$ cat config.mk
export PLATFORM = sky130hd
export DESIGN_NAME = rrsa_top
export DESIGN_NICKNAME = d
export VERILOG_FILES = /design/src/pkg/rrsa_pkg.sv /design/src/hw/rrsa_alu.sv /design/src/hw/rrsa_top.sv
export VERILOG_INCLUDE_DIRS = /design/src /design/src/pkg
export SDC_FILE = /design/constraint.sdc
export NUM_CORES = 1
export LEC_CHECK = 0
export ABC_AREA = 1
export BUFFER_PORTS_ARGS = -buffer_cell sky130_fd_sc_hd__buf_2
export CORE_ASPECT_RATIO = 2
export CORE_MARGIN = 4
export CORE_UTILIZATION = 60
export CTS_BUF_LIST = sky130_fd_sc_hd__clkbuf_4 sky130_fd_sc_hd__clkbuf_8 sky130_fd_sc_hd__clkbuf_16
export CTS_CLUSTER_SIZE = 28
export DETAILED_ROUTE_END_ITERATION = 8
export PLACE_DENSITY = 0.89
export SLEW_MARGIN = 20
export SYNTH_ARGS = -nofsm -noshare
export SYNTH_HDL_FRONTEND = slang
export SYNTH_SLANG_ARGS = --single-unit
$ cat constraint.sdc
create_clock -name core_clk -period 8 [get_ports core_clk]
set_input_delay 1.6 -clock core_clk [delete_from_list [all_inputs] [get_ports core_clk]]
set_output_delay 1.6 -clock core_clk [all_outputs]
set_load 0.1 [all_outputs]
$ cat src/pkg/rrsa_consts.svh
`ifndef RRSA_CONSTS_SVH
`define RRSA_CONSTS_SVH

// Register byte addresses
`define RRSA_ADDR_ACC 8'h00
`define RRSA_ADDR_FLAGS 8'h04
`define RRSA_ADDR_CMD 8'h08
// Memory window 0x40..0x7c, one byte per word
`define RRSA_MEM_SEL_HI 7
`define RRSA_MEM_SEL_LO 6
`define RRSA_MEM_SEL 2'b01
`define RRSA_MEM_IDX_LO 2

// Command word fields
`define RRSA_CMD_OP_HI 2
`define RRSA_CMD_OP_LO 0
`define RRSA_CMD_IDX_LO 8

// Reset values
`define RRSA_ACC_RST 8'h00
`define RRSA_FLAGS_RST 6'h00
`define RRSA_MEM_RST 8'h00

// Bus responses
`define RRSA_RESP_OKAY 2'b00
`define RRSA_RESP_SLVERR 2'b10

`endif

$ cat src/pkg/rrsa_pkg.sv
package rrsa_pkg;

  typedef enum logic [2:0] {
    OP_IDLE,
    OP_ROTATE_RIGHT_MEM,
    OP_ROTATE_RIGHT_TO_ACC,
    OP_ROTATE_RIGHT_THRU_CARRY_MEM,
    OP_ROTATE_RIGHT_THRU_CARRY_TO_ACC,
    OP_SUBTRACT_BORROW_TO_ACC,
    OP_SUBTRACT_BORROW_TO_MEM
  } rrsa_op_type;

  // Bit 0 is carry, bit 5 the chained zero flag
  typedef struct packed {
    logic chained_zero_flag;
    logic signed_result_flag;
    logic signed_wrap_flag;
    logic zero;
    logic half_borrow_flag;
    logic carry;
  } rrsa_flags_type;

endpackage : rrsa_pkg

$ cat src/hw/rrsa_alu.sv
`timescale 1ns/1ps
module rrsa_alu
  import rrsa_pkg::*;
(
  input wire rrsa_op_type op,
  input wire logic [7:0] acc,
  input wire logic [7:0] mem,
  input wire rrsa_flags_type flags,
  output logic [7:0] result,
  output rrsa_flags_type flags_new,
  output logic acc_we,
  output logic mem_we
);

  wire logic [8:0] diff = {1'b0, acc} - {1'b0, mem} - {8'h00, ~flags.carry};
  wire logic [4:0] low_diff = {1'b0, acc[3:0]} - {1'b0, mem[3:0]} - {4'h0, ~flags.carry};
  wire logic [7:0] rot_plain = {mem[0], mem[7:1]};
  wire logic [7:0] rot_carry = {flags.carry, mem[7:1]};
  wire logic wrap = (acc[7] ^ mem[7]) & (acc[7] ^ diff[7]);
  wire logic is_zero = (diff[7:0] == 8'h00);

  always_comb begin
    result = mem;
    flags_new = flags;
    acc_we = 1'b0;
    mem_we = 1'b0;
    case (op)
      OP_ROTATE_RIGHT_MEM: begin
        result = rot_plain; // [RULE_01]
        mem_we = 1'b1;
      end
      OP_ROTATE_RIGHT_TO_ACC: begin
        result = rot_plain; // [RULE_02]
        acc_we = 1'b1;
      end
      OP_ROTATE_RIGHT_THRU_CARRY_MEM: begin
        result = rot_carry; // [RULE_03]
        flags_new.carry = mem[0];
        mem_we = 1'b1;
      end
      OP_ROTATE_RIGHT_THRU_CARRY_TO_ACC: begin
        result = rot_carry; // [RULE_04]
        flags_new.carry = mem[0];
        acc_we = 1'b1;
      end
      OP_SUBTRACT_BORROW_TO_ACC, OP_SUBTRACT_BORROW_TO_MEM: begin
        result = diff[7:0]; // [RULE_05] [RULE_06]
        acc_we = (op == OP_SUBTRACT_BORROW_TO_ACC);
        mem_we = (op == OP_SUBTRACT_BORROW_TO_MEM);
        flags_new.carry = ~diff[8]; // [RULE_07]
        flags_new.zero = is_zero; // [RULE_08] [RULE_09]
        flags_new.half_borrow_flag = low_diff[4]; // [RULE_09]
        flags_new.signed_wrap_flag = wrap; // [RULE_09]
        flags_new.signed_result_flag = diff[7] ^ wrap; // [RULE_08]
        flags_new.chained_zero_flag = is_zero & flags.chained_zero_flag; // [RULE_08]
      end
      default: begin
        result = mem;
      end
    endcase
  end

endmodule : rrsa_alu

$ cat src/hw/rrsa_top.sv
// How it works
// RULE_01 - Rotate memory right, bit0 to bit7, flags kept
// RULE_02 - Same rotation into accumulator, memory and flags kept
// RULE_03 - Rotate memory through carry, only carry changes
// RULE_04 - Rotate through carry into accumulator, memory kept
// RULE_05 - Accumulator minus memory minus not-carry into accumulator
// RULE_06 - Same difference into memory, accumulator kept
// RULE_07 - Carry cleared on borrow, set otherwise
// RULE_08 - Subtraction updates six status flags
// RULE_09 - Zero, low-nibble borrow and signed overflow equations
`timescale 1ns/1ps
`include "rrsa_consts.svh"
module rrsa_top
  import rrsa_pkg::*;
#(
  parameter int MEM_DEPTH = 16,
  parameter int IDX_W = 4
) (
  input wire logic core_clk,
  input wire logic rst_n,
  input wire logic [7:0] s_axi_awaddr,
  input wire logic [2:0] s_axi_awprot,
  input wire logic s_axi_awvalid,
  output logic s_axi_awready,
  input wire logic [31:0] s_axi_wdata,
  input wire logic [3:0] s_axi_wstrb,
  input wire logic s_axi_wvalid,
  output logic s_axi_wready,
  output logic [1:0] s_axi_bresp,
  output logic s_axi_bvalid,
  input wire logic s_axi_bready,
  input wire logic [7:0] s_axi_araddr,
  input wire logic [2:0] s_axi_arprot,
  input wire logic s_axi_arvalid,
  output logic s_axi_arready,
  output logic [31:0] s_axi_rdata,
  output logic [1:0] s_axi_rresp,
  output logic s_axi_rvalid,
  input wire logic s_axi_rready
);

  logic [7:0] acc_q;
  rrsa_flags_type flags_q;
  logic [7:0] mem_q [MEM_DEPTH];
  logic [IDX_W-1:0] last_idx_q;
  rrsa_op_type last_op_q;
  logic [7:0] wr_addr_q;
  logic [31:0] wr_data_q;
  logic [3:0] wr_strb_q;
  logic aw_have_q;
  logic w_have_q;

  // Channel handshakes
  wire logic aw_take = s_axi_awvalid & s_axi_awready;
  wire logic w_take = s_axi_wvalid & s_axi_wready;
  wire logic ar_take = s_axi_arvalid & s_axi_arready;
  wire logic wr_fire = aw_have_q & w_have_q & ~s_axi_bvalid;
  wire logic lane0 = wr_strb_q[0];

  // Write decode
  wire logic wsel_acc = (wr_addr_q == `RRSA_ADDR_ACC);
  wire logic wsel_flags = (wr_addr_q == `RRSA_ADDR_FLAGS);
  wire logic wsel_cmd = (wr_addr_q == `RRSA_ADDR_CMD);
  wire logic wsel_mem = (wr_addr_q[`RRSA_MEM_SEL_HI:`RRSA_MEM_SEL_LO] == `RRSA_MEM_SEL);
  wire logic wr_hit = wsel_acc | wsel_flags | wsel_cmd | wsel_mem;
  wire logic [IDX_W-1:0] wr_idx = wr_addr_q[`RRSA_MEM_IDX_LO +: IDX_W];

  // Command decode
  wire logic exec_go = wr_fire & wsel_cmd & lane0;
  wire rrsa_op_type exec_op = rrsa_op_type'(wr_data_q[`RRSA_CMD_OP_HI:`RRSA_CMD_OP_LO]);
  wire logic [IDX_W-1:0] exec_idx = wr_data_q[`RRSA_CMD_IDX_LO +: IDX_W];
  wire logic [7:0] mem_rd = mem_q[exec_idx];

  logic [7:0] alu_result;
  rrsa_flags_type alu_flags;
  logic alu_acc_we;
  logic alu_mem_we;

  rrsa_alu u_alu (
    .op(exec_op),
    .acc(acc_q),
    .mem(mem_rd),
    .flags(flags_q),
    .result(alu_result),
    .flags_new(alu_flags),
    .acc_we(alu_acc_we),
    .mem_we(alu_mem_we)
  );

  // Read decode
  wire logic [IDX_W-1:0] rd_idx = s_axi_araddr[`RRSA_MEM_IDX_LO +: IDX_W];
  wire logic rsel_acc = (s_axi_araddr == `RRSA_ADDR_ACC);
  wire logic rsel_flags = (s_axi_araddr == `RRSA_ADDR_FLAGS);
  wire logic rsel_cmd = (s_axi_araddr == `RRSA_ADDR_CMD);
  wire logic rsel_mem = (s_axi_araddr[`RRSA_MEM_SEL_HI:`RRSA_MEM_SEL_LO] == `RRSA_MEM_SEL);
  wire logic rd_hit = rsel_acc | rsel_flags | rsel_cmd | rsel_mem;
  wire logic [31:0] rd_word =
    rsel_acc ? {24'h000000, acc_q} :
    rsel_flags ? {26'h0000000, flags_q} :
    rsel_cmd ? {{(24-IDX_W){1'b0}}, last_idx_q, 5'h00, last_op_q} :
    rsel_mem ? {24'h000000, mem_q[rd_idx]} : 32'h00000000;

  // Write channel
  always_ff @(posedge core_clk) begin
    if (!rst_n) begin
      s_axi_awready <= 1'b0;
      s_axi_wready <= 1'b0;
      aw_have_q <= 1'b0;
      w_have_q <= 1'b0;
      wr_addr_q <= 8'h00;
      wr_data_q <= 32'h00000000;
      wr_strb_q <= 4'h0;
      s_axi_bvalid <= 1'b0;
      s_axi_bresp <= `RRSA_RESP_OKAY;
    end else begin
      if (aw_take) begin
        s_axi_awready <= 1'b0;
        aw_have_q <= 1'b1;
        wr_addr_q <= s_axi_awaddr;
      end else if (!aw_have_q && !s_axi_bvalid) begin
        s_axi_awready <= 1'b1;
      end
      if (w_take) begin
        s_axi_wready <= 1'b0;
        w_have_q <= 1'b1;
        wr_data_q <= s_axi_wdata;
        wr_strb_q <= s_axi_wstrb;
      end else if (!w_have_q && !s_axi_bvalid) begin
        s_axi_wready <= 1'b1;
      end
      if (wr_fire) begin
        aw_have_q <= 1'b0;
        w_have_q <= 1'b0;
        s_axi_bvalid <= 1'b1;
        s_axi_bresp <= wr_hit ? `RRSA_RESP_OKAY : `RRSA_RESP_SLVERR;
      end else if (s_axi_bvalid && s_axi_bready) begin
        s_axi_bvalid <= 1'b0;
      end
    end
  end

  // Read channel
  always_ff @(posedge core_clk) begin
    if (!rst_n) begin
      s_axi_arready <= 1'b0;
      s_axi_rvalid <= 1'b0;
      s_axi_rdata <= 32'h00000000;
      s_axi_rresp <= `RRSA_RESP_OKAY;
    end else if (ar_take) begin
      s_axi_arready <= 1'b0;
      s_axi_rvalid <= 1'b1;
      s_axi_rdata <= rd_word;
      s_axi_rresp <= rd_hit ? `RRSA_RESP_OKAY : `RRSA_RESP_SLVERR;
    end else if (s_axi_rvalid && s_axi_rready) begin
      s_axi_rvalid <= 1'b0;
      s_axi_arready <= 1'b1;
    end else if (!s_axi_rvalid) begin
      s_axi_arready <= 1'b1;
    end
  end

  // Accumulator, flags and last command
  always_ff @(posedge core_clk) begin
    if (!rst_n) begin
      acc_q <= `RRSA_ACC_RST;
      flags_q <= `RRSA_FLAGS_RST;
      last_op_q <= OP_IDLE;
      last_idx_q <= '0;
    end else if (exec_go) begin
      last_op_q <= exec_op;
      last_idx_q <= exec_idx;
      flags_q <= alu_flags; // [RULE_07] [RULE_08]
      if (alu_acc_we) begin
        acc_q <= alu_result; // [RULE_02] [RULE_04] [RULE_05]
      end
    end else if (wr_fire && lane0 && wsel_acc) begin
      acc_q <= wr_data_q[7:0];
    end else if (wr_fire && lane0 && wsel_flags) begin
      flags_q <= rrsa_flags_type'(wr_data_q[5:0]);
    end
  end

  // Data memory, one byte per entry
  genvar gi;
  generate
    for (gi = 0; gi < MEM_DEPTH; gi++) begin : g_mem
      wire logic sw_we = wr_fire & lane0 & wsel_mem & (wr_idx == IDX_W'(gi));
      wire logic op_we = exec_go & alu_mem_we & (exec_idx == IDX_W'(gi));
      always_ff @(posedge core_clk) begin
        if (!rst_n) begin
          mem_q[gi] <= `RRSA_MEM_RST;
        end else if (op_we) begin
          mem_q[gi] <= alu_result; // [RULE_01] [RULE_03] [RULE_06]
        end else if (sw_we) begin
          mem_q[gi] <= wr_data_q[7:0];
        end
      end
    end
  endgenerate

  // Checks
  wire logic [8:0] sub_need = {1'b0, mem_rd} + {8'h00, ~flags_q.carry};
  wire logic no_borrow = ({1'b0, acc_q} >= sub_need);
  wire logic is_sub = (exec_op == OP_SUBTRACT_BORROW_TO_ACC) |
    (exec_op == OP_SUBTRACT_BORROW_TO_MEM);
endmodule : rrsa_top

==> results.tsv, run 1 <==
metric	value	unit
outcome	finished, final reports clean	
total of max-cap violations	0	
Cell Count Post-Placement	1832	
first-pass GRT wire length	65.4	mm
Hold Fails Final Rpt	0	
final antenna-violating net count	0	
Netlist cell types	51	
initial antenna violation count	0	
largest net degree at the start of global routing	68	
Worst setup EP type	flip-flop	
Crit-path slowest cell	clkinv_1	
Die Area	22600	µm²
Clock Sink Count	195	
H-tree Lvls	4	
DRC	0	
class of the worst hold path	flip-flop to flip-flop	
Syn Area/Cell	7.60	µm²
Yosys warning count	0	
Fmax	0.205	GHz
Worst Path Arrival	5.22	ns
commonest non-fill, non-tap cell in the layout	nand2_1	
CTS Buf Count	17	
Hold Path Origin	s_axi_rdata[3]	
sequential-to-total area share from yosys stat	43.0	%
Via Count	12100	
Req. time, crit path	8.35	ns
DR vias/cell	6.51	
DP HPWL	29.6	mm
die width	108	µm
crit path cell chain	buf_2 > inv_1 > nand2_1 > clkinv_1 > nand2_1 > nand3_1 > o22ai_1 > nand2_1 > nand3_1 > nand2_1 > nand2_1 > nand2_1	
Critical Path Most Common Cell	nand2_1	
Tcrit/Tclk final	60.9	%
postcts setup bufs	0	
Critical path origin	s_axi_araddr[3]	
commonest cells after routing, fill and taps aside	457 x nand2_1, 177 x o21ai_0, 147 x nand3_1	
type of origin of the critical path	input pin	
clk_skew	0.0126	ns
Crit. path cell count	12	
relative slew slack	21.6	%
# rows	73	
Port Buffers	54	
TritonCTS clock tree	built	
GPL Wtd Cong	1.03	
critical path class	input pin to flip-flop	
synthesized instance count	1587	
setup_tns	0	ns
leakage power	5.20	nW
Finished Layout Cells	1864	
die height	209	µm
cell depth of the worst flop-to-flop path	19	
delay-heaviest family, CP	buffers and inverters	
P per Cell Area	205	nW/µm²
asr flop ratio synth	0	%
total congestion overflow	0	
DRT iter0 DRCs	1856	
Clock Tree Root	clkbuf_16	
I/O Pins	106	
layout cells sized above 1	9.68	%
global-route usage over all layers	39.1	%
worst hold path cell count	2	
Skew-Pair Late Insertion Delay	0.45	ns
Worst-Margin Slew	1.17	ns
Area growth syn-to-layout	6.33	%
# hold bufs at CTS	0	
synthesis-stage register bit count	195	
Final Net Count	1669	
Diodes inserted	0	
final hold slack	0.460	ns
final setup vio count	0	
synthesized cell area	12100	µm²
clk buf depth	2	
final wirelength	43.4	mm
Reg clk slew, reported paths	0.07	ns
number of synthesized flops with an enable pin	128	
detailed-router iteration count before antenna repair	7	
post-DR wirelength/cell	23.3	µm
Max Slew Vio Count	0	
Buffers & Inverters on Critical Path	3	
number of global-route vias before repair	11600	
Crit path largest cell delay	0.88	ns
RSZ-0062 raised after global routing	no	
crit path time final	4.87	ns
post-cts gate resize count	0	
Synth Flop Type	edfxtp_1	
Initial Util	60.8	%
crit path max fanout	33	
core area	19800	µm²
VDD IR max	0.212	mV
[per-layer routing]
metal,track usage (%),vias up,share of wire [%]
met3,9.25,366,12
met5,0,-,0
li1,-,5346,-
met1,42.1,5376,29
met4,30.4,0,11
met2,64.6,1046,47
[area by class of cell]
type | instances | area, µm²
clock buffers | 19 | 440
clock inverters | 12 | 154
fillers | 1638 | 7000
inverters | 151 | 572
multi-input cells | 1158 | 5770
flip-flops and latches | 195 | 5190
well taps | 262 | 328
repair buffers | 67 | 368
[worst paths after layout]
check	slack, ns	endpoint
max reg2reg	3.31	mem_q[9][7]
max	3.13	s_axi_rdata[4]
min	0.46	s_axi_rdata[3]
min reg2reg	0.46	s_axi_rdata[3]
[worst register-to-register path: cells and delay by family (launching register included)]
kind / cells / cell delay, ns
compound gates: 3 / 0.42
fa+ha+maj: 2 / 0.68
flops: 1 / 0.60
simple gates: 10 / 1.87
buf+inv: 4 / 0.85
[logic make-up after synthesis]
kind of cell	count (synthesis)	share of synthesized area, %
AOI/OAI and AO/OA	368	17.3
other	1	0.0311
xor gates and xnor gates	4	0.291
DFF	195	43.0
adders and majority gates	14	1.58
buffers and inverters	255	9.89
and+or+nand+nor	750	28.0
[synthesized netlist by cell type (8+ instances only)]
cell / instances / area [µm²]
o211ai_1: 53 / 398
edfxtp_1: 128 / 3840
nand3_4: 8 / 140
o21a_1: 8 / 60.1
nand3_1: 147 / 736
nor2_1: 87 / 327
o22ai_1: 8 / 50.1
buf_6: 15 / 169
o21ai_1: 12 / 60.1
nand4_1: 13 / 81.3
a21oi_1: 82 / 410
inv_1: 138 / 518
dfxtp_1: 67 / 1340
inv_2: 8 / 30.0
clkbuf_1: 40 / 150
buf_4: 24 / 180
buf_2: 22 / 110
ha_1: 12 / 150
nand2_1: 457 / 1720
o21ai_0: 183 / 916
nor3_2: 10 / 100
[sequential cells by signal, indices dropped and copies added, names as in the netlist, 3 cells and up, named ones only]
register / flops
mem_q: 128
s_axi_rdata: 12
last_idx_q: 4
wr_addr_q: 8
acc_q: 8
last_op_q: 3
flags_q: 6
wr_data_q: 12
[report_power, final]
part | total [mW] | switching [mW] | internal (mW)
clock network | 0.881 | 0.383 | 0.497
registers | 1.14 | 0.0377 | 1.11
logic | 0.604 | 0.472 | 0.132
[per-stage QoR]
stage | cell area, µm² | total power, mW | setup slack (ns) | utilization (%)
6_report | 12800 | 2.63 | 3.13 | 64.7
5_1_grt | 12800 | 2.69 | 3.07 | 64.7
4_1_cts | 12800 | 2.58 | 3.45 | 64.6
3_5_place_dp | 12200 | 1.73 | 3.07 | 61.6
3_3_place_gp | 12200 | 1.72 | 3.05 | 61.6
2_1_floorplan | 12100 | 1.60 | 4.67 | -
Note: power is estimated with default switching activity, not from simulation.
==> run 2, diff against run 1 <==
--- a/config.mk
+++ b/config.mk
@@ -6,7 +6,7 @@
 export SDC_FILE = /design/constraint.sdc
 export NUM_CORES = 1
 export LEC_CHECK = 0
-export ABC_AREA = 1
+export ABC_AREA = 0
 export BUFFER_PORTS_ARGS = -buffer_cell sky130_fd_sc_hd__buf_2
 export CORE_ASPECT_RATIO = 2
 export CORE_MARGIN = 4
==> constraint.sdc (replaced) <==
create_clock -name core_clk -period 4.55 [get_ports core_clk]
set_input_delay 0.91 -clock core_clk [delete_from_list [all_inputs] [get_ports core_clk]]
set_output_delay 0.91 -clock core_clk [all_outputs]
set_load 0.1 [all_outputs]
==> results.tsv, run 2 <==
metric	value	unit
critical path class	flip-flop to flip-flop	
DRT iter0 DRCs	1455	
P_int	3.06	mW
Fmax	0.228	GHz
Synth area leaders	edfxtp_1 33%, mux4_2 12%, dfxtp_1 12%	
number of synthesized flops with an enable pin	128	
first-pass GRT wire length	59.8	mm
Netlist cell types	78	
area share of fa/ha/maj cells after synthesis	1.65	%
# rows	71	
outcome	finished, final reports clean	
post-synth top area share	33.3	%
GPL Wtd Cong	1.05	
Crit-path slowest cell	dfxtp_2	
Clock Sink Count	195	
sw power	1.30	mW
Worst setup EP type	flip-flop	
final antenna-violating net count	0	
max reg flops	128	
RSZ-0062 raised after global routing	no	
VDD IR max	0.316	mV
P per Cell Area	342	nW/µm²
Reg power frac	46.2	%
total of max-cap violations	0	
post-cts gate resize count	0	
clk buf depth	2	
I/O Pins	106	
Port Buffers	54	
Hold Path Origin	s_axi_rdata[2]	
mux cell area share after synthesis	15.3	%
Initial Util	61.3	%
layout cells sized above 1	22.3	%
Syn Area/Cell	10.8	µm²
Hold Fails Final Rpt	0	
CTS Buf Count	17	
commonest non-fill, non-tap cell in the layout	nand2_1	
post-DR wirelength/cell	28.9	µm
commonest cells after routing, fill and taps aside	145 x nand2_1, 128 x edfxtp_1, 102 x a22o_1	
count leader, synth	nand2_1	
Critical Path Most Common Cell	nor2_1	
postcts setup bufs	0	
DR vias/cell	7.21	
die height	204	µm
largest family of logic cells by synthesized area	compound AO/OA/AOI/OAI gates	
sequential-to-total area share from yosys stat	44.9	%
Layout fillers	1405	
synthesis-stage register bit count	195	
biggest regs	mem_q (128), s_axi_rdata (12), wr_data_q (12)	
# hold bufs at CTS	0	
Skew-Pair Late Insertion Delay	0.44	ns
Area growth syn-to-layout	10.6	%
most flop-heavy register	mem_q	
Via Count	10000	
Reg clk slew, reported paths	0.07	ns
relative slew slack	24.2	%
post-synthesis compound-gate area fraction	18.8	%
die width	106	µm
class of the worst hold path	flip-flop to flip-flop	
Post-synth top cells	145 x nand2_1, 128 x edfxtp_1, 102 x a22o_1	
Final WS setup	0.164	ns
Clock power frac	34.4	%
DP HPWL	29.0	mm
H-tree Lvls	4	
core area	18800	µm²
dpl ws	0.110	ns
Net Sw Frac	29.8	%
post-synthesis xor/xnor area fraction	0.607	%
crit path cell chain	buf_4 > mux4_2 > nor3b_1 > nor2_1 > fa_1 > inv_1 > ha_1 > and2_1 > o21ai_0 > a21oi_1 > or4_1 > nor2_1 > buf_12 > a22o_1	
largest net degree at the start of global routing	52	
setup slack, reg-to-reg	0.16	ns
global-route usage over all layers	37.8	%
Synth Flop Type	edfxtp_1	
leakage power	4.56	nW
Yosys warning count	0	
Die Area	21700	µm²
Worst-Margin Slew	1.13	ns
total congestion overflow	0	
Final Net Count	1196	
number of global-route vias before repair	9993	
Worst Path Arrival	4.67	ns
Req. time, crit path	4.84	ns
detailed-router iteration count before antenna repair	6	
TritonCTS clock tree	built	
Clock Tree Root	clkbuf_16	
final setup vio count	0	
Synth Area in Simple Gates	13.0	%
Gate power share	19.4	%
final wirelength	40.0	mm
setup_tns	0	ns
crit path time final	4.39	ns
crit path max fanout	16	
largest area contributor in the netlist	edfxtp_1	
DRC	0	
synthesized instance count	1067	
synthesized cell area	11500	µm²
Tcrit/Tclk final	96.4	%
type of origin of the critical path	flip-flop	
asr flop ratio synth	0	%
Max Slew Vio Count	0	
Crit path largest cell delay	0.51	ns
clk_skew	0.00978	ns
initial antenna violation count	3	
==> run 2: changes by cell type after synthesis, moves of 50 or more <==
cell / change
mux4_2: +64
o21ai_0: -141
inv_1: -103
nand2_1: -312
a22o_1: +102
o211ai_1: -50
nand3_1: -136
==> run 2: path summary, 6_finish.rpt <==
path,to,cells past startpoint
min reg2reg,s_axi_rdata[2],2
max,mem_q[3][3],14
min,s_axi_rdata[2],2
max reg2reg,mem_q[3][3],14
==> run 2: layer usage <==
layer / track usage [%] / share of wire [%] / vias to the layer above
li1: - / - / 4145
met1: 36.1 / 28 / 4668
met2: 64.1 / 50 / 853
met3: 9.83 / 9.6 / 340
met4: 36.2 / 12 / 0
met5: 0 / 0 / -
==> run 2: final cells by class <==
class | instances | area (µm²) | share of cell area, %
Antenna cell | 2 | 5.00 | 0.0392
Clock buffer | 25 | 551 | 4.31
Clock inverter | 7 | 43.8 | 0.343
Inverter | 36 | 135 | 1.06
Multi-Input combinational cell | 755 | 5790 | 45.4
Sequential cell | 195 | 5190 | 40.7
Tap cell | 255 | 319 | 2.50
Timing Repair Buffer | 112 | 731 | 5.72
==> run 2: power groups by stage <==
| stage | Combinational (mW) | Clock (mW) | Sequential, mW |
|---|---|---|---|
| detailed placement | 0.812 | 0 | 2.05 |
| global placement | 0.797 | 0 | 2.04 |
| CTS | 0.817 | 1.49 | 2.01 |
| floorplan | 0.571 | 0 | 2.04 |
| global route | 0.881 | 1.57 | 2.02 |
| finish | 0.844 | 1.50 | 2.01 |
==> run 2: cell families (layout without fill, tap and decap cells) <==
kind of cell / count (synthesis) / count (layout)
simple gates: 321 / 321
compound gates: 294 / 294
flops: 195 / 195
buf+inv: 138 / 180
mux: 96 / 96
fa+ha+maj: 14 / 14
xor+xnor: 8 / 8
other cells: 1 / 24
==> run 2: through the flow <==
stage | hold WS (ns) | cell area (µm²) | utilization (%) | cells | power [mW]
2_1_floorplan | 0.431 | 11600 | - | 1088 | 2.62
3_3_place_gp | 0.424 | 12200 | 64.5 | 1353 | 2.84
3_5_place_dp | 0.433 | 12200 | 64.5 | 1353 | 2.86
4_1_cts | 0.444 | 12700 | 67.7 | 1385 | 4.32
5_1_grt | 0.468 | 12800 | 67.7 | 1385 | 4.47
6_report | 0.439 | 12800 | 67.8 | 1387 | 4.36
==> run 2: worst max-delay path, delay by kind of cell, from the launching register on <==
family	cells	cell delay, ns
buffers and inverters	3	0.65
AND/OR/NAND/NOR	5	1.49
adder cells (fa/ha/maj)	2	0.61
multiplexers	1	0.36
AO/OA/AOI/OAI	3	0.60
flip-flops	1	0.51
